File: src/i2c_slave_consts.vh
// Shared constants for the serial-port slave receiver.
// Assumes it is included by bare name from every design file except the pin synchroniser, which does not include it.
`ifndef I2C_SLAVE_CONSTS_VH
`define I2C_SLAVE_CONSTS_VH

// Port mode field: bit 0 picks 10-bit addressing, bit 1 adds start/stop interrupts
`define MODE_W            2
`define MODE_TEN_BIT_BIT  0
`define MODE_INT_BIT      1

// Bit counter positions within a nine-clock segment
`define CNT_W             4
`define CNT_LAST_DATA     4'h7
`define CNT_ACK_SLOT      4'h8

// High address byte pattern for 10-bit addressing, bits 7..3
`define TEN_BIT_PATTERN   5'h1e
`define ADDR_HI_MSB       2
`define ADDR_HI_LSB       1

// Reset values
`define RST_BYTE          8'h00
`define RST_CLOCK_RELEASE 1'h1

`endif

File: src/addr_match.v
// Address comparison for a received byte against the slave address.
// Purely combinational; the caller picks which result applies in each phase.
`timescale 1ns/100ps
`default_nettype none

`include "i2c_slave_consts.vh"

module addr_match (
  input  wire [7:0] i_byte,
  input  wire [7:0] i_address,
  output wire       o_match_7bit,
  output wire       o_match_high,
  output wire       o_match_low,
  output wire       o_read
);

  // Direction bit is the byte's least significant bit
  assign o_read       = i_byte[0];
  assign o_match_7bit = (i_byte[7:1] == i_address[7:1]);
  assign o_match_high = (i_byte[7:3] == `TEN_BIT_PATTERN) &&
                        (i_byte[2:1] == i_address[`ADDR_HI_MSB:`ADDR_HI_LSB]);
  assign o_match_low  = (i_byte == i_address);

endmodule

`default_nettype wire

File: src/i2c_slave_addr_receive.v
// Slave side of a two-wire serial port: bus conditions, address match,
// receive with acknowledge control, clock stretching and a basic send path.
// Assumes open-drain pads outside; all control and status bits are plain ports.
`timescale 1ns/100ps
`default_nettype none

`include "i2c_slave_consts.vh"

// Contract
// - SDA falling while SCL high is a Start; bus becomes active.
// - Flag a collision when SDA reads low before we would drive it low; code flags it only while sending, when a released SDA reads low.
// - SDA rising while SCL high is a Stop, only after an SCL low.
// - Restart resets slave logic like Start and awaits a new address.
// - 10-bit read needs Restart plus high byte with read; slave stretches.
// - Prior-match flag held after full 10-bit write match until cleared.
// - Start/stop interrupt enables add interrupts only in modes lacking them.
// - Ninth clock is the acknowledge slot; receiver pulls SDA low.
// - Acknowledge level from the bus is stored in ack-received.
// - No holds means automatic ack; holds mean ack from ack-value bit.
// - Not-acknowledge while buffer-full or overflow; overwrite enable modifies.
// - Ack-time flag set after eighth fall when addressed and holds enabled.
// - Mode field picks 7/10-bit, with or without start/stop interrupts.
// - First byte compared to address; match loads buffer and interrupts.
// - 7-bit matching ignores the address byte's least significant bit.
// - 10-bit high byte compared with 11110, A9, A8 from address bits.
// - Update-address flag set after each 10-bit address byte; write clears. Code sets it only after an acked write high byte and any low byte.
// - Matching write address clears read/write, loads buffer, acknowledges.
// - Interrupt flag raised per byte; software clears it.
// - With stretch enable, hold SCL after each received byte until release.
// - Start sets start-seen, Stop sets stop-seen; buffer read clears full.
// - SDA changes only while SCL low; sampled on SCL rising edge.
// - Bytes shifted most significant bit first.
module i2c_slave_addr_receive (
  input  wire                i_ref_clk,
  input  wire                i_srst,
  input  wire                i_scl,
  input  wire                i_sda,
  input  wire [`MODE_W-1:0]  i_port_mode_select,
  input  wire [7:0]          i_slave_address,
  input  wire                i_address_write,
  input  wire                i_stretch_enable,
  input  wire                i_clock_release,
  input  wire                i_address_hold_enable,
  input  wire                i_data_hold_enable,
  input  wire                i_ack_value_select,
  input  wire                i_buffer_overwrite_enable,
  input  wire                i_start_irq_enable,
  input  wire                i_stop_irq_enable,
  input  wire                i_buffer_read,
  input  wire                i_irq_clear,
  input  wire                i_overflow_clear,
  input  wire                i_collision_clear,
  input  wire                i_tx_load,
  input  wire [7:0]          i_tx_data,
  output reg                 o_scl_out,
  output reg                 o_scl_oe,
  output reg                 o_sda_out,
  output reg                 o_sda_oe,
  output reg  [7:0]          o_rx_tx_buffer,
  output reg                 o_buffer_full,
  output reg                 o_receive_overflow,
  output reg                 o_read_write,
  output reg                 o_data_not_address,
  output reg                 o_start_seen,
  output reg                 o_stop_seen,
  output reg                 o_ack_received,
  output reg                 o_ack_time_flag,
  output reg                 o_update_address_flag,
  output reg                 o_clock_release,
  output reg                 o_port_irq_flag,
  output reg                 o_bus_collision,
  output reg                 o_prior_match
);

  // One-hot protocol states
  localparam [4:0] ST_IDLE     = 5'h01;
  localparam [4:0] ST_ADDR     = 5'h02;
  localparam [4:0] ST_ADDR_LOW = 5'h04;
  localparam [4:0] ST_RX       = 5'h08;
  localparam [4:0] ST_TX       = 5'h10;

  wire scl_level;
  wire sda_level;
  wire scl_rise;
  wire scl_fall;
  wire start_det;
  wire stop_det;
  wire match_7bit;
  wire match_high;
  wire match_low;
  wire byte_read;

  reg [4:0]        state_reg;
  reg [`CNT_W-1:0] bit_cnt_reg;
  reg [7:0]        shift_reg;
  reg [7:0]        tx_shift_reg;
  reg              scl_low_seen_reg;
  reg              ack_pending_reg;
  reg              hold_active_reg;
  reg              ua_hold_reg;

  pin_sync u_pin_sync (
    .i_ref_clk   (i_ref_clk),
    .i_srst      (i_srst),
    .i_scl       (i_scl),
    .i_sda       (i_sda),
    .o_scl_level (scl_level),
    .o_sda_level (sda_level),
    .o_scl_rise  (scl_rise),
    .o_scl_fall  (scl_fall),
    .o_start     (start_det),
    .o_stop      (stop_det)
  );

  addr_match u_addr_match (
    .i_byte       (shift_reg),
    .i_address    (i_slave_address),
    .o_match_7bit (match_7bit),
    .o_match_high (match_high),
    .o_match_low  (match_low),
    .o_read       (byte_read)
  );

  // Mode decode and byte-complete decisions
  wire ten_bit   = i_port_mode_select[`MODE_TEN_BIT_BIT];
  wire int_mode  = i_port_mode_select[`MODE_INT_BIT];
  wire in_addr   = (state_reg == ST_ADDR);
  wire in_low    = (state_reg == ST_ADDR_LOW);
  wire in_rx     = (state_reg == ST_RX);
  wire in_tx     = (state_reg == ST_TX);
  wire byte_fall = scl_fall & scl_low_seen_reg & (bit_cnt_reg == `CNT_LAST_DATA);
  wire ack_fall  = scl_fall & scl_low_seen_reg & (bit_cnt_reg == `CNT_ACK_SLOT);
  // A 10-bit read high byte only counts after a full write match
  wire addr_hit  = ten_bit ? (match_high & (~byte_read | o_prior_match)) : match_7bit;
  wire accept    = (in_addr & addr_hit) | (in_low & match_low) | in_rx;
  // Overwrite enable lets a full buffer be replaced rather than refused
  wire blocked   = o_receive_overflow | (o_buffer_full & ~i_buffer_overwrite_enable);
  wire hold_en   = (in_addr | in_low) ? i_address_hold_enable : i_data_hold_enable;
  // Ack follows software only while a hold is in force
  wire ack_drive = ack_pending_reg & (~hold_active_reg | ~i_ack_value_select);
  wire start_irq = int_mode | i_start_irq_enable;
  wire stop_irq  = int_mode | i_stop_irq_enable;

  // Pin drivers: outputs are always low, only the enables move
  always @(posedge i_ref_clk) begin
    if (i_srst) begin
      o_scl_out <= 1'h0;
      o_sda_out <= 1'h0;
      o_scl_oe  <= 1'h0;
      o_sda_oe  <= 1'h0;
    end else begin
      o_scl_out <= 1'h0;
      o_sda_out <= 1'h0;
      o_scl_oe  <= ~o_clock_release | ua_hold_reg;
      o_sda_oe  <= ((in_addr | in_low | in_rx) & (bit_cnt_reg == `CNT_ACK_SLOT) & ack_drive) |
                   (in_tx & (bit_cnt_reg < `CNT_ACK_SLOT) & ~tx_shift_reg[7]);
    end
  end

  // Protocol engine; one cycle lag to the pins is tiny against the bus clock
  always @(posedge i_ref_clk) begin
    if (i_srst) begin
      state_reg             <= ST_IDLE;
      bit_cnt_reg           <= 4'h0;
      shift_reg             <= `RST_BYTE;
      tx_shift_reg          <= 8'hff;
      scl_low_seen_reg      <= 1'h0;
      ack_pending_reg       <= 1'h0;
      hold_active_reg       <= 1'h0;
      ua_hold_reg           <= 1'h0;
      o_rx_tx_buffer        <= `RST_BYTE;
      o_buffer_full         <= 1'h0;
      o_receive_overflow    <= 1'h0;
      o_read_write          <= 1'h0;
      o_data_not_address    <= 1'h0;
      o_start_seen          <= 1'h0;
      o_stop_seen           <= 1'h0;
      o_ack_received        <= 1'h0;
      o_ack_time_flag       <= 1'h0;
      o_update_address_flag <= 1'h0;
      o_clock_release       <= `RST_CLOCK_RELEASE;
      o_port_irq_flag       <= 1'h0;
      o_bus_collision       <= 1'h0;
      o_prior_match         <= 1'h0;
    end else begin
      // Software clears first; any hardware set below overrides them
      if (i_irq_clear)
        o_port_irq_flag <= 1'h0;
      if (i_buffer_read)
        o_buffer_full <= 1'h0;
      if (i_overflow_clear)
        o_receive_overflow <= 1'h0;
      if (i_collision_clear)
        o_bus_collision <= 1'h0;
      if (i_clock_release)
        o_clock_release <= 1'h1;
      if (i_address_write) begin
        o_update_address_flag <= 1'h0;
        ua_hold_reg           <= 1'h0;
      end
      // Loading send data is only meaningful once a read is under way
      if (i_tx_load) begin
        tx_shift_reg   <= i_tx_data;
        o_rx_tx_buffer <= i_tx_data;
        o_buffer_full  <= 1'h1;
      end

      if (start_det) begin
        // Start and Restart share one path back to address reception
        state_reg        <= ST_ADDR;
        bit_cnt_reg      <= 4'h0;
        scl_low_seen_reg <= 1'h0;
        ack_pending_reg  <= 1'h0;
        hold_active_reg  <= 1'h0;
        o_ack_time_flag  <= 1'h0;
        tx_shift_reg     <= 8'hff;
        o_start_seen     <= 1'h1;
        o_stop_seen      <= 1'h0;
        if (start_irq)
          o_port_irq_flag <= 1'h1;
      end else if (stop_det & scl_low_seen_reg) begin
        // A Stop with no SCL low since the Start is not a Stop
        state_reg       <= ST_IDLE;
        ack_pending_reg <= 1'h0;
        hold_active_reg <= 1'h0;
        o_ack_time_flag <= 1'h0;
        tx_shift_reg    <= 8'hff;
        o_stop_seen     <= 1'h1;
        o_start_seen    <= 1'h0;
        o_prior_match   <= 1'h0;
        if (stop_irq)
          o_port_irq_flag <= 1'h1;
      end else if (state_reg != ST_IDLE) begin
        // Data is taken on the rising edge, most significant bit first
        if (scl_rise & scl_low_seen_reg & (bit_cnt_reg < `CNT_ACK_SLOT)) begin
          shift_reg <= {shift_reg[6:0], sda_level};
          // Released line reads low: someone else owns it
          if (in_tx & tx_shift_reg[7] & ~sda_level) begin
            o_bus_collision <= 1'h1;
            state_reg       <= ST_IDLE;
            tx_shift_reg    <= 8'hff;
          end
        end
        if (scl_rise & scl_low_seen_reg & (bit_cnt_reg == `CNT_ACK_SLOT) & in_tx)
          o_ack_received <= sda_level;

        if (scl_fall) begin
          // The fall just after Start opens the first bit's low time
          if (!scl_low_seen_reg)
            scl_low_seen_reg <= 1'h1;
          else if (bit_cnt_reg == `CNT_ACK_SLOT)
            bit_cnt_reg <= 4'h0;
          else
            bit_cnt_reg <= bit_cnt_reg + 4'h1;
          if (in_tx & scl_low_seen_reg & (bit_cnt_reg < `CNT_LAST_DATA))
            tx_shift_reg <= {tx_shift_reg[6:0], 1'h1};
        end

        // Eighth fall: decide acknowledge and whether software holds it
        if (byte_fall & ~in_tx) begin
          if (in_addr & ~addr_hit) begin
            state_reg <= ST_IDLE;
            if (ten_bit)
              o_prior_match <= 1'h0;
          end else begin
            ack_pending_reg <= accept & ~blocked;
            hold_active_reg <= accept & hold_en;
            if (in_addr & ten_bit & ~byte_read)
              o_prior_match <= 1'h0;
            if (in_addr) begin
              o_read_write       <= byte_read;
              o_data_not_address <= 1'h0;
            end else if (in_rx)
              o_data_not_address <= 1'h1;
            if (accept & (~o_buffer_full | i_buffer_overwrite_enable) & ~o_receive_overflow) begin
              o_rx_tx_buffer <= shift_reg;
              o_buffer_full  <= 1'h1;
            end
            if (accept & o_buffer_full)
              o_receive_overflow <= 1'h1;
            if (accept & hold_en) begin
              o_ack_time_flag <= 1'h1;
              o_port_irq_flag <= 1'h1;
              o_clock_release <= 1'h0;
            end
          end
        end
        if (byte_fall & in_tx)
          tx_shift_reg <= 8'hff;

        // Ninth fall: end of the acknowledge slot
        if (ack_fall) begin
          o_ack_time_flag <= 1'h0;
          ack_pending_reg <= 1'h0;
          hold_active_reg <= 1'h0;
          case (state_reg)
            ST_ADDR: begin
              if (!ack_drive)
                state_reg <= ST_IDLE;
              else begin
                o_port_irq_flag <= 1'h1;
                if (o_read_write) begin
                  state_reg       <= ST_TX;
                  o_clock_release <= 1'h0;
                end else if (ten_bit) begin
                  state_reg             <= ST_ADDR_LOW;
                  o_update_address_flag <= 1'h1;
                  ua_hold_reg           <= 1'h1;
                end else begin
                  state_reg <= ST_RX;
                  if (i_stretch_enable)
                    o_clock_release <= 1'h0;
                end
              end
            end
            ST_ADDR_LOW: begin
              // Flag and stretch whether or not the low byte matched
              o_update_address_flag <= 1'h1;
              ua_hold_reg           <= 1'h1;
              o_port_irq_flag       <= 1'h1;
              if (ack_drive) begin
                state_reg     <= ST_RX;
                o_prior_match <= 1'h1;
                if (i_stretch_enable)
                  o_clock_release <= 1'h0;
              end else
                state_reg <= ST_IDLE;
            end
            ST_RX: begin
              if (ack_drive) begin
                o_port_irq_flag <= 1'h1;
                if (i_stretch_enable)
                  o_clock_release <= 1'h0;
              end else
                state_reg <= ST_IDLE;
            end
            ST_TX: begin
              // Master not-ack ends the read without holding the clock
              o_port_irq_flag <= 1'h1;
              if (o_ack_received)
                state_reg <= ST_IDLE;
              else
                o_clock_release <= 1'h0;
            end
            default: begin
              state_reg <= ST_IDLE;
            end
          endcase
        end
      end
    end
  end

endmodule

`default_nettype wire

File: src/pin_sync.v
// Two-stage synchroniser for the clock and data pins plus bus-condition detection.
// Assumes both pins are asynchronous to i_ref_clk and far slower than it.
`timescale 1ns/100ps
`default_nettype none

module pin_sync (
  input  wire i_ref_clk,
  input  wire i_srst,
  input  wire i_scl,
  input  wire i_sda,
  output wire o_scl_level,
  output wire o_sda_level,
  output wire o_scl_rise,
  output wire o_scl_fall,
  output wire o_start,
  output wire o_stop
);

  reg scl_meta_reg;
  reg scl_sync_reg;
  reg scl_prev_reg;
  reg sda_meta_reg;
  reg sda_sync_reg;
  reg sda_prev_reg;

  // Meta stages feed only the sync stages; the idle bus reads high
  always @(posedge i_ref_clk) begin
    if (i_srst) begin
      scl_meta_reg <= 1'h1;
      scl_sync_reg <= 1'h1;
      scl_prev_reg <= 1'h1;
      sda_meta_reg <= 1'h1;
      sda_sync_reg <= 1'h1;
      sda_prev_reg <= 1'h1;
    end else begin
      scl_meta_reg <= i_scl;
      scl_sync_reg <= scl_meta_reg;
      scl_prev_reg <= scl_sync_reg;
      sda_meta_reg <= i_sda;
      sda_sync_reg <= sda_meta_reg;
      sda_prev_reg <= sda_sync_reg;
    end
  end

  // Edges and conditions from the synchronised copies only
  assign o_scl_level = scl_sync_reg;
  assign o_sda_level = sda_sync_reg;
  assign o_scl_rise  = scl_sync_reg & ~scl_prev_reg;
  assign o_scl_fall  = ~scl_sync_reg & scl_prev_reg;
  assign o_start     = scl_sync_reg & scl_prev_reg & sda_prev_reg & ~sda_sync_reg;
  assign o_stop      = scl_sync_reg & scl_prev_reg & ~sda_prev_reg & sda_sync_reg;

endmodule

`default_nettype wire
File: config.mk
export PLATFORM = sky130hd
export DESIGN_NAME = i2c_slave_addr_receive
export DESIGN_NICKNAME = d
export VERILOG_FILES = /design/src/addr_match.v /design/src/i2c_slave_addr_receive.v /design/src/pin_sync.v
export VERILOG_INCLUDE_DIRS = /design/src /design/src/src
export SDC_FILE = /design/constraint.sdc
export NUM_CORES = 1
export LEC_CHECK = 0
export BUFFER_PORTS_ARGS = -buffer_cell sky130_fd_sc_hd__buf_2
export CAP_MARGIN = 20
export CORE_MARGIN = 1.5
export CORE_UTILIZATION = 55
export DETAILED_ROUTE_END_ITERATION = 16
export PLACE_DENSITY = 0.8
export SYNTH_ARGS = -nofsm -noshare
export SYNTH_HDL_FRONTEND = slang
export SYNTH_HIERARCHICAL = 1
export SYNTH_SLANG_ARGS = --single-unit
File: constraint.sdc
create_clock -name i_ref_clk -period 2.85 [get_ports i_ref_clk]
set_input_delay 0.285 -clock i_ref_clk [delete_from_list [all_inputs] [get_ports i_ref_clk]]
set_output_delay 0.285 -clock i_ref_clk [all_outputs]
set_load 0.02 [all_outputs]
## Yosys cells after proc, flatten, opt, wreduce, memory -nomap -nowiden

Cells that the tools add are included.

| word-level totals | value |
|---|---|
| flip-flop bits (word level) | 58 |
| bits of input ports | 36 |
| output and inout port bits | 25 |
| logic and storage cells | 256 |

| operators by class | value |
|---|---|
| $add $sub $neg | 1 |
| $lt $le $gt $ge | 2 |
| equal/unequal tests | 12 |
| multiplexer cells | 121 |
| bitwise logic cells | 68 |
| reduce and logical (&&, ||, !) cells | 21 |

Operator list:

| cell | number |
|---|---|
| $mux 8 | 14 |
| $mux 1 | 87 |
| $mux 5 | 9 |
| $and 1x1->1 | 38 |
| $pmux 5 s4 | 1 |
| $not 1->1 | 18 |
| $reduce_and 4->1 | 4 |
| $mux 4 | 3 |
| $or 1x1->1 | 12 |
| $reduce_and 6->1 | 2 |
| $eq 5x5->1 const B | 2 |
| $reduce_bool 2->1 | 5 |
| $eq 8x8->1 | 1 |
| $reduce_or 2->1 | 4 |
| $eq 7x7->1 | 1 |
| $mux 2 | 3 |
| $pmux 1 s2 | 3 |
| $reduce_and 3->1 | 2 |
| $eq 5x2->1 const B | 1 |
| $eq 5x3->1 const B | 1 |
| $eq 5x4->1 const B | 1 |
| $ne 5x1->1 const B | 1 |
| $add 4x1->4 const B | 1 |
| $eq 4x3->1 const B | 1 |
| other kinds (10) | 10 |

## Longest topological paths before layout

Gate-level depths: netlist of run 1.

| logic depth | value |
|---|---|
| word-level depth | 20 |
| gate-level depth with buffers | 9 |

## Modules after synthesis

Netlist of run 1, hierarchy kept.

By module, submodules not included:

| module | times used | cells an instance | area each (um^2) | seq. area each (um^2) |
|---|---|---|---|---|
| i2c_slave_addr_receive | 1 | 309 | 2741.4 | 1041.0 |
| pin_sync | 1 | 16 | 190.2 | 120.1 |
| addr_match | 1 | 16 | 120.1 | 0.0 |

## Worst setup path after synthesis of run 1

No wires, ideal clock.

| path | value |
|---|---|
| kind | register to register |
| start | reg shift_reg[1] |
| end | reg o_rx_tx_buffer[0] |
| arrival | 1.988 ns |
| required time | 2.763 ns |
| path slack | 0.775 ns |
| cell stages (with the launch flop) | 10 |
| buffers on the path | 1 |
| clock period less this slack | 2.075 ns |
| cells stage by stage | dfxtp_1 > xnor2_1 > nand4_1 > nor3_1 > inv_1 > o22ai_1 > o2111ai_2 > buf_6 > or4b_1 > o31ai_1 |

RTL lines:

| what | line | RTL |
|---|---|---|
| start: declaration | i2c_slave_addr_receive.v:95 | `reg [7:0] shift_reg;` |
| start signal: assignment | i2c_slave_addr_receive.v:165 | `` shift_reg <= `RST_BYTE; `` |
| start signal: assignment | i2c_slave_addr_receive.v:236 | `shift_reg <= {shift_reg[6:0], sda_level};` |
| $eq 7x7->1 (*) | addr_match.v:19 | `assign o_match_7bit = (i_byte[7:1] == i_address[7:1]);` |
| named net match_7bit | i2c_slave_addr_receive.v:88 | `wire match_7bit;` |
| $mux 1 (*) | i2c_slave_addr_receive.v:134 | `wire addr_hit = ten_bit ? (match_high & (~byte_read \| o_prior_match)) : match_7bit;` |
| $and 1x1->1 | i2c_slave_addr_receive.v:135 | `wire accept = (in_addr & addr_hit) \| (in_low & match_low) \| in_rx;` |
| $or 1x1->1 (2 in series) | i2c_slave_addr_receive.v:135 |  |
| $and 1x1->1 (2 in series) | i2c_slave_addr_receive.v:275 | `if (accept & (~o_buffer_full \| i_buffer_overwrite_enable) & ~o_receive_overflow) begin` |
| $mux 8 | i2c_slave_addr_receive.v:275 |  |
| $mux 8 (*) | i2c_slave_addr_receive.v:261 | `if (in_addr & ~addr_hit) begin` |
| $mux 8 (*) | i2c_slave_addr_receive.v:260 | `if (byte_fall & ~in_tx) begin` |
| $mux 8 (*) | i2c_slave_addr_receive.v:233 | `end else if (state_reg != ST_IDLE) begin` |
| $mux 8 (*) | i2c_slave_addr_receive.v:221 | `end else if (stop_det & scl_low_seen_reg) begin` |
| $mux 8 (*) | i2c_slave_addr_receive.v:208 | `if (start_det) begin` |
| end signal: assignment | i2c_slave_addr_receive.v:171 | `` o_rx_tx_buffer <= `RST_BYTE; `` |
| end signal: assignment | i2c_slave_addr_receive.v:204 | `o_rx_tx_buffer <= i_tx_data;` |
| end signal: assignment | i2c_slave_addr_receive.v:276 | `o_rx_tx_buffer <= shift_reg;` |
| end: declaration | i2c_slave_addr_receive.v:59 | `output reg [7:0] o_rx_tx_buffer,` |

The timed path passes the listed nets; every way through them passes the cells marked *.
A chain may end at the register's enable or synchronous reset.

## Final worst setup path of run 1

| path | value |
|---|---|
| start | reg shift_reg[2] |
| end | reg o_rx_tx_buffer[5] |

The elaborated chain is that of the path after synthesis.

==> summary.txt, run 1 <==
Status
  • Result of the run: finished clean

Floorplanning
  • Initial Util: 58.3%
  • Die Footprint: 6000 um^2
  • Placement Rows: 26
  • Die extent in y: 77.5 um
  • Core ar.: between 5000 and 6000 um^2
  • Die outline width: between 70 and 80 um
  • I/O Pins: 61

Routing
  • Mean routed wirelength per cell: 15.5 um
  • Post-DRT Antenna Nets: 0
  • DR iter-0 viols: around 330
  • Remaining DRCs: 0
  • Detail-routed via count per cell: 5.82
  • Routed via count: 2,736
  • Detailed Routing Iterations Pass 1: 5
  • Total length of routed wires: 7.28 mm

Setup path
  • Slowest Stage Delay on Critical Path: 0.62 ns
  • Worst Path Class, Setup: register to register
  • Number of cells traversed by the worst register-to-register path: 8
  • Type of destination of the critical path: register
  • Setup crit start kind: register
  • Source of the worst register-to-register timing path: shift_reg[2]
  • Critical-path cell with the highest stage delay: or4b_1
  • Cells traversed along the worst timing path: xnor2_1 -> nand4_1 -> nor3_1 -> inv_1 -> o22ai_1 -> o2111ai_2 -> or4b_1 -> o31ai_1
  • Worst Path Max Fanout: 13
  • Setup slack on the worst flop-to-flop path: ~0.34 ns
  • Arr. time, crit path: 2.76 ns
  • Required time worst endpoint: 3.10 ns
  • Endpoint of the lowest-slack register-to-register path: o_rx_tx_buffer[5]

Synth
  • Gate count after technology mapping: 341
  • Number of synthesized flops with an enable pin: 0
  • Per-instance average area after synthesis: between 8 and 9 um^2
  • Netlist area before placement: 3050 um^2
  • Sequential fraction of the synthesis area: 38.0%
  • Yosys cell types: between 60 and 70
  • Post-synth ARST share: 0%
  • Prevailing post-synth register cell: dfxtp_1
  • Synth Warn #: 6
  • Register bit count reported by yosys: 58

Layout
  • Ratio of cells with drive above 1 in the final layout: between 20% and 30%
  • Area growth, synth to finish: 16.4%
  • N_diodes: 0
  • Count of fill cells added during filler insertion: ~460
  • Net count, final: 433

Clocking
  • Clock tree from TritonCTS: done
  • Maximum count of clock buffers along a single path: 2
  • Skew-Pair Late Insertion Delay: 0.34 ns
  • Sinks on the clock net: 58
  • H-tree depth reported by CTS: 3
  • Number of gates resized after CTS: 0
  • Total clock buffers created by CTS: 9
  • Clk pin slew, worst setup/hold paths: 0.07 ns
  • CTS hold repair buffers: 0
  • Number of buffers inserted to repair setup after CTS: 0
  • Clock Root Buffer: clkbuf_8

GRT
  • Number of antenna violations at the first check in global routing: 0
  • Pin count of the biggest net entering global routing: 34
  • Overall track demand over capacity in global routing: 25.6%
  • Vias in the first global route: 2,529
  • Wire length of the first global-routing pass: 12.1 mm
  • Remaining Overflow, GRT: 0

STA
  • RSZ-0062 raised after global routing: no
  • Number of setup violations in the final report: 0
  • Clk_skew: 0.00919 ns
  • Maximum achievable frequency: 0.399 GHz
  • Minimum clock period after layout: about 2.5 ns
  • Aggregate negative setup slack: 0 ns
  • Transition time at the pin with the least slew margin: 0.872 ns
  • Headroom to the max-slew limit: between 40% and 50%
  • Final-report hold violation count: 0
  • Final clock period utilization by the worst path: about nine tenths
  • Pins over their slew limit: 0

Worst hold path
  • Worst hold stages: 2
  • End of the worst hold path: u_pin_sync/sda_meta_reg
  • Hold Crit Class: primary input to register
  • Hold path startpoint: i_sda

Place
  • HPWL after detailed placement: 5.32 mm
  • Port bufs: 58
  • Final GP Congestion: 0.915

Pwr
  • Leak Pwr: roughly 1.4 nW
  • Peak ir drop on the vdd network: 0.000310 V
  • Power density of the placed cells: 505 nW/um^2
  • Total power: ~1.8 mW

Run
  • Total of max-cap violations: 0
==> synthesized netlist by cell type, drive strengths merged, types with 9 or more instances <==
cell | count | area [um^2]
nor2b | 10 | 62.6
o21ai | 9 | 45.0
buf | 13 | 96.3
dfxtp | 58 | 1160
nor3 | 13 | 65.1
mux2i | 22 | 220
nor2 | 30 | 118
o22ai | 9 | 56.3
a21oi | 15 | 75.1
clkbuf | 9 | 35.0
nand2 | 30 | 113
==> worst max-delay path by stage <==
stage / to / startpoint / slack [ns]
final: o_rx_tx_buffer[5] / shift_reg[2] / 0.34
after global routing: o_rx_tx_buffer[3] / shift_reg[2] / 0.08
after CTS: o_rx_tx_buffer[5] / shift_reg[2] / 0.34
after detailed placement: o_rx_tx_buffer[4] / i_slave_address[2] / 0.31
after global placement: o_rx_tx_buffer[2] / i_slave_address[1] / 0.46
after floorplan: o_rx_tx_buffer[0] / shift_reg[1] / 0.78
==> per-layer routing <==
metal  global-route usage (%)  vias up  share of wire [%]  wire, um
met5                        0        -                  0         0
li1                         -     1351                  -         -
met3                     7.18       11                6.7       489
met4                     9.64        0                1.3        91
met1                     32.5     1262                 44      3210
met2                     41.2      112                 48      3490
==> where the power goes <==
group / total [mW] / switching [mW] / internal (mW)
combinational: 0.177 / 0.102 / 0.0748
sequential: 0.852 / 0.0194 / 0.832
clock: 0.765 / 0.339 / 0.426
total: 1.79 / 0.460 / 1.33
==> placed cells by master, fill, tap and decap left out, types with 3 or more instances in the layout <==
| master | count |
|---|---|
| a21oi_1 | 15 |
| clkinvlp_4 | 3 |
| o31ai_1 | 8 |
| o21ai_0 | 9 |
| or4b_1 | 8 |
| nand4_1 | 7 |
| nor3_1 | 13 |
| buf_2 | 58 |
| o21a_1 | 3 |
| nor4_2 | 3 |
| dfxtp_1 | 58 |
| buf_4 | 6 |
| clkbuf_8 | 10 |
| nor2_1 | 28 |
| and2_1 | 3 |
| xnor2_1 | 8 |
| nand2b_1 | 5 |
| nand3_1 | 5 |
| nor4b_1 | 3 |
| nor2b_1 | 10 |
| nand2_1 | 30 |
| xor2_1 | 5 |
| mux2_2 | 7 |
| o22ai_1 | 9 |
| or2_1 | 6 |
| mux2i_1 | 22 |
| inv_1 | 8 |
==> through the flow <==
step / setup WS (ns) / hold slack (ns) / utilization [%] / std cells / instance area, um^2
floorplan: 0.775 / 0.382 / - / 342 / 3060
global placement: 0.460 / 0.388 / 63.9 / 454 / 3350
detailed placement: 0.311 / 0.393 / 63.9 / 454 / 3350
CTS: 0.343 / 0.107 / 67.8 / 470 / 3550
global route: 0.0804 / 0.109 / 67.8 / 470 / 3550
finish: 0.341 / 0.115 / 67.8 / 470 / 3550
==> cells by family (layout without fill, tap and decap cells) <==
family | count (synthesis) | after routing | synth area share [%]
and+or+nand+nor | 137 | 137 | 25.6
AOI/OAI and AO/OA | 71 | 71 | 16.6
DFF | 58 | 58 | 38.0
buffers and inverters | 30 | 88 | 5.29
muxes | 29 | 29 | 9.80
xor gates and xnor gates | 13 | 13 | 3.73
adders and majority gates | 2 | 2 | 0.820
other | 1 | 2 | 0.123
==> critical path: cells and delay by family, from the launching register on <==
| family | cells | cell delay, ns |
|---|---|---|
| flops | 1 | 0.40 |
| xor+xnor | 1 | 0.18 |
| simple gates | 3 | 1.03 |
| buf+inv | 1 | 0.05 |
| compound gates | 3 | 0.74 |
==> final cells by class <==
class	count	area [um^2]	area share [%]
Sequential cell	58	1160	32.7
Clock buffer	10	138	3.88
Clock inverter	6	66.3	1.87
Multi-Input combinational cell	254	1730	48.8
Inverter	8	30.0	0.846
Timing Repair Buffer	64	335	9.44
Tap cell	70	87.6	2.47
No activity file was read; power rests on OpenSTA's default activity.
==> run 2: changes to the inputs <==
--- a/config.mk
+++ b/config.mk
@@ -6,12 +6,13 @@
 export SDC_FILE = /design/constraint.sdc
 export NUM_CORES = 1
 export LEC_CHECK = 0
+export ABC_AREA = 1
 export BUFFER_PORTS_ARGS = -buffer_cell sky130_fd_sc_hd__buf_2
 export CAP_MARGIN = 20
 export CORE_MARGIN = 1.5
 export CORE_UTILIZATION = 55
 export DETAILED_ROUTE_END_ITERATION = 16
-export PLACE_DENSITY = 0.8
+export PLACE_DENSITY = 0.79
 export SYNTH_ARGS = -nofsm -noshare
 export SYNTH_HDL_FRONTEND = slang
 export SYNTH_HIERARCHICAL = 1
==> summary.txt, run 2 <==
Status
  • Result of the run: finished clean

Run
  • Total of max-cap violations: 0

Pwr
  • Total power: roughly 1.7 mW
  • Fraction of power consumed by sequential logic: 50.5%
  • Power density of the placed cells: approximately 450 nW/um^2
  • Leak Pwr: ~1.9 nW
  • Peak ir drop on the vdd network: approximately 0.00030 V
  • Switching part of the total: 26.8%
  • Clk network pwr share: 39.5%
  • Internal power: 1.23 mW
  • Combinational Power Share: roughly 10%
  • Net switching power: 449 uW

Synth
  • Per-instance average area after synthesis: a little under 7 um^2
  • Most frequent cell after synthesis: nand2_1
  • Dominant cell type by area after synthesis: dfxtp_1
  • Sequential fraction of the synthesis area: 36.3%
  • Synth Warn #: 6
  • Gate count after technology mapping: 476
  • Yosys cell types: 39
  • Post-synth ARST share: 0%
  • Register bit count reported by yosys: 58
  • Prevailing post-synth register cell: dfxtp_1
  • Netlist area before placement: 3200 um^2
  • Area share of the largest cell type after synthesis: a little over a third
  • Largest cells by area after synthesis: dfxtp_1 (36%), nand2_1 (17%), inv_1 (6.2%), nor2_1 (5.2%), a21oi_1 (5.0%)
  • Most common library cells after synthesis: nand2_1 (147), dfxtp_1 (58), inv_1 (53)
  • Number of synthesized flops with an enable pin: 0

Clocking
  • Clock tree from TritonCTS: done
  • Maximum count of clock buffers along a single path: 2
  • Skew-Pair Late Insertion Delay: 0.34 ns
  • H-tree depth reported by CTS: 3
  • Clock Root Buffer: clkbuf_8
  • Number of gates resized after CTS: 0
  • Number of buffers inserted to repair setup after CTS: 0
  • Clk pin slew, worst setup/hold paths: 0.06 ns
  • Sinks on the clock net: 58
  • CTS hold repair buffers: 0
  • Total clock buffers created by CTS: 9

Setup path
  • Setup crit start kind: register
  • Number of cells traversed by the worst register-to-register path: 15
  • Setup slack on the worst flop-to-flop path: 0.87 ns
  • Arr. time, crit path: 2.18 ns
  • Launching instance or port of the critical path: shift_reg[4]
  • Critical path capture point: o_clock_release
  • Source of the worst register-to-register timing path: shift_reg[4]
  • Type of destination of the critical path: register
  • Worst Path Class, Setup: register to register
  • Worst Path Max Fanout: 5
  • Required time worst endpoint: about 3.1 ns
  • Endpoint of the lowest-slack register-to-register path: o_clock_release

STA
  • Maximum achievable frequency: 0.506 GHz
  • Clk_skew: 0.00838 ns
  • Minimum clock period after layout: 1.98 ns
  • Final-report hold violation count: 0
  • Aggregate negative setup slack: 0 ns
  • Pins over their slew limit: 0
  • Transition time at the pin with the least slew margin: 0.554 ns
  • RSZ-0062 raised after global routing: no
  • Number of setup violations in the final report: 0
  • Final clock period utilization by the worst path: 69.3%
  • Headroom to the max-slew limit: 63.0%
  • Smallest hold slack: 0.126 ns

Layout
  • Post-route design area: 3710 um^2
  • N_diodes: 0
  • Most common library cell in the layout ignoring fill and taps: nand2_1
  • Number of cells in the finished layout apart from fillers: 616
  • Net count, final: between 500 and 600
  • Most frequent cells in the layout: nand2_1 (147), dfxtp_1 (58), buf_2 (58)
  • Ratio of cells with drive above 1 in the final layout: 23.2%
  • Area growth, synth to finish: 15.9%

Routing
  • Detail-routed via count per cell: 5.24
  • Routed via count: 3,225
  • Mean routed wirelength per cell: 13.1 um
  • Remaining DRCs: 0
  • DR iter-0 viols: ~210
  • Post-DRT Antenna Nets: 0
  • Total length of routed wires: 8.08 mm
  • Detailed Routing Iterations Pass 1: 5

GRT
  • Peak-usage layer in the global routing report: met2
  • Met2 demand-to-capacity share in global routing: a little over two fifths
  • Met3 routing resource usage after global routing: 4.37%
  • Vias in the first global route: 2,836
  • Overall track demand over capacity in global routing: 27.0%
  • Remaining Overflow, GRT: 0
  • Pin count of the biggest net entering global routing: 19
  • Grt met1 use: 36.9%
  • Number of antenna violations at the first check in global routing: 0
  • Wire length of the first global-routing pass: roughly 13 mm

Floorplanning
  • Die outline width: a little under 80 um
  • I/O Pins: 61
  • Placement Rows: 27
  • Core ar.: 5570 um^2
  • Initial Util: 57.4%
  • Die Footprint: ~6300 um^2
  • Die extent in y: 79.3 um

Worst hold path
  • Hold Crit Class: primary input to register

Place
  • HPWL after detailed placement: roughly 6.3 mm
  • Cell total after placement: 600
  • Port bufs: 58
  • Instance area at placement: 3540 um^2
  • Final GP Congestion: 0.943
## run 2: how the worst min path moves through the flow
stage	startpoint	cells after the start	slack, ns	to
finish	i_sda	2	0.13	u_pin_sync/sda_meta_reg
global route	i_sda	2	0.14	u_pin_sync/sda_meta_reg
CTS	i_sda	2	0.12	u_pin_sync/sda_meta_reg
detailed placement	u_pin_sync/sda_meta_reg	1	0.39	u_pin_sync/o_sda_level
global placement	u_pin_sync/sda_meta_reg	1	0.39	u_pin_sync/o_sda_level
floorplan	i_srst	1	0.38	u_pin_sync/scl_meta_reg
## run 2: kinds of logic after synthesis
group | count (synthesis) | share of synthesized area (%)
AO/OA/AOI/OAI | 65 | 12.0
XOR/XNOR | 1 | 0.274
adder cells (fa/ha/maj) | 2 | 0.782
buffers and inverters | 75 | 9.66
flip-flops | 58 | 36.3
other | 1 | 0.117
AND/OR/NAND/NOR | 274 | 40.9
## run 2: final cells by class
cell class              count  area, um^2
fillers                   523        1860
repair buffers             60         305
clock inverters             5        30.0
clock buffers              11         141
inverters                  66         248
flip-flops and latches     58        1160
multi-input cells         344        1730
well taps                  72        90.1
## run 2: worst max-delay path, cell delays in order, from the launching register on
cell     delay (ns)
dfxtp_1        0.43
inv_1          0.08
nor2_1         0.09
nand4_1        0.09
nor3_1         0.18
nand2_1        0.08
inv_1          0.05
nand2_1        0.05
nand2_1        0.12
nand2_1        0.11
nand3_4        0.11
nand3_1        0.19
nand2_1        0.12
nand2_1        0.05
nand2_1        0.06
nand2_1        0.04
## run 2: power groups by stage
stage | clock network (mW) | logic (mW) | registers (mW)
after floorplan | 0 | 0.103 | 0.872
after global placement | 0 | 0.164 | 0.864
after detailed placement | 0 | 0.167 | 0.864
after CTS | 0.667 | 0.168 | 0.846
after global routing | 0.703 | 0.188 | 0.848
final | 0.662 | 0.168 | 0.847
## run 2: per-stage QoR
step / util, % / setup slack, ns
CTS: 66.6 / 0.910
global placement: 63.5 / 0.924
finish: 66.6 / 0.874
detailed placement: 63.5 / 0.923
global route: 66.6 / 0.668
floorplan: - / 1.25
## run 2: per-layer routing
layer  wire length, um  vias up
met5                 0        -
met4               152        0
met3               490       15
met2              3600      118
met1              3840     1451
li1                  -     1641
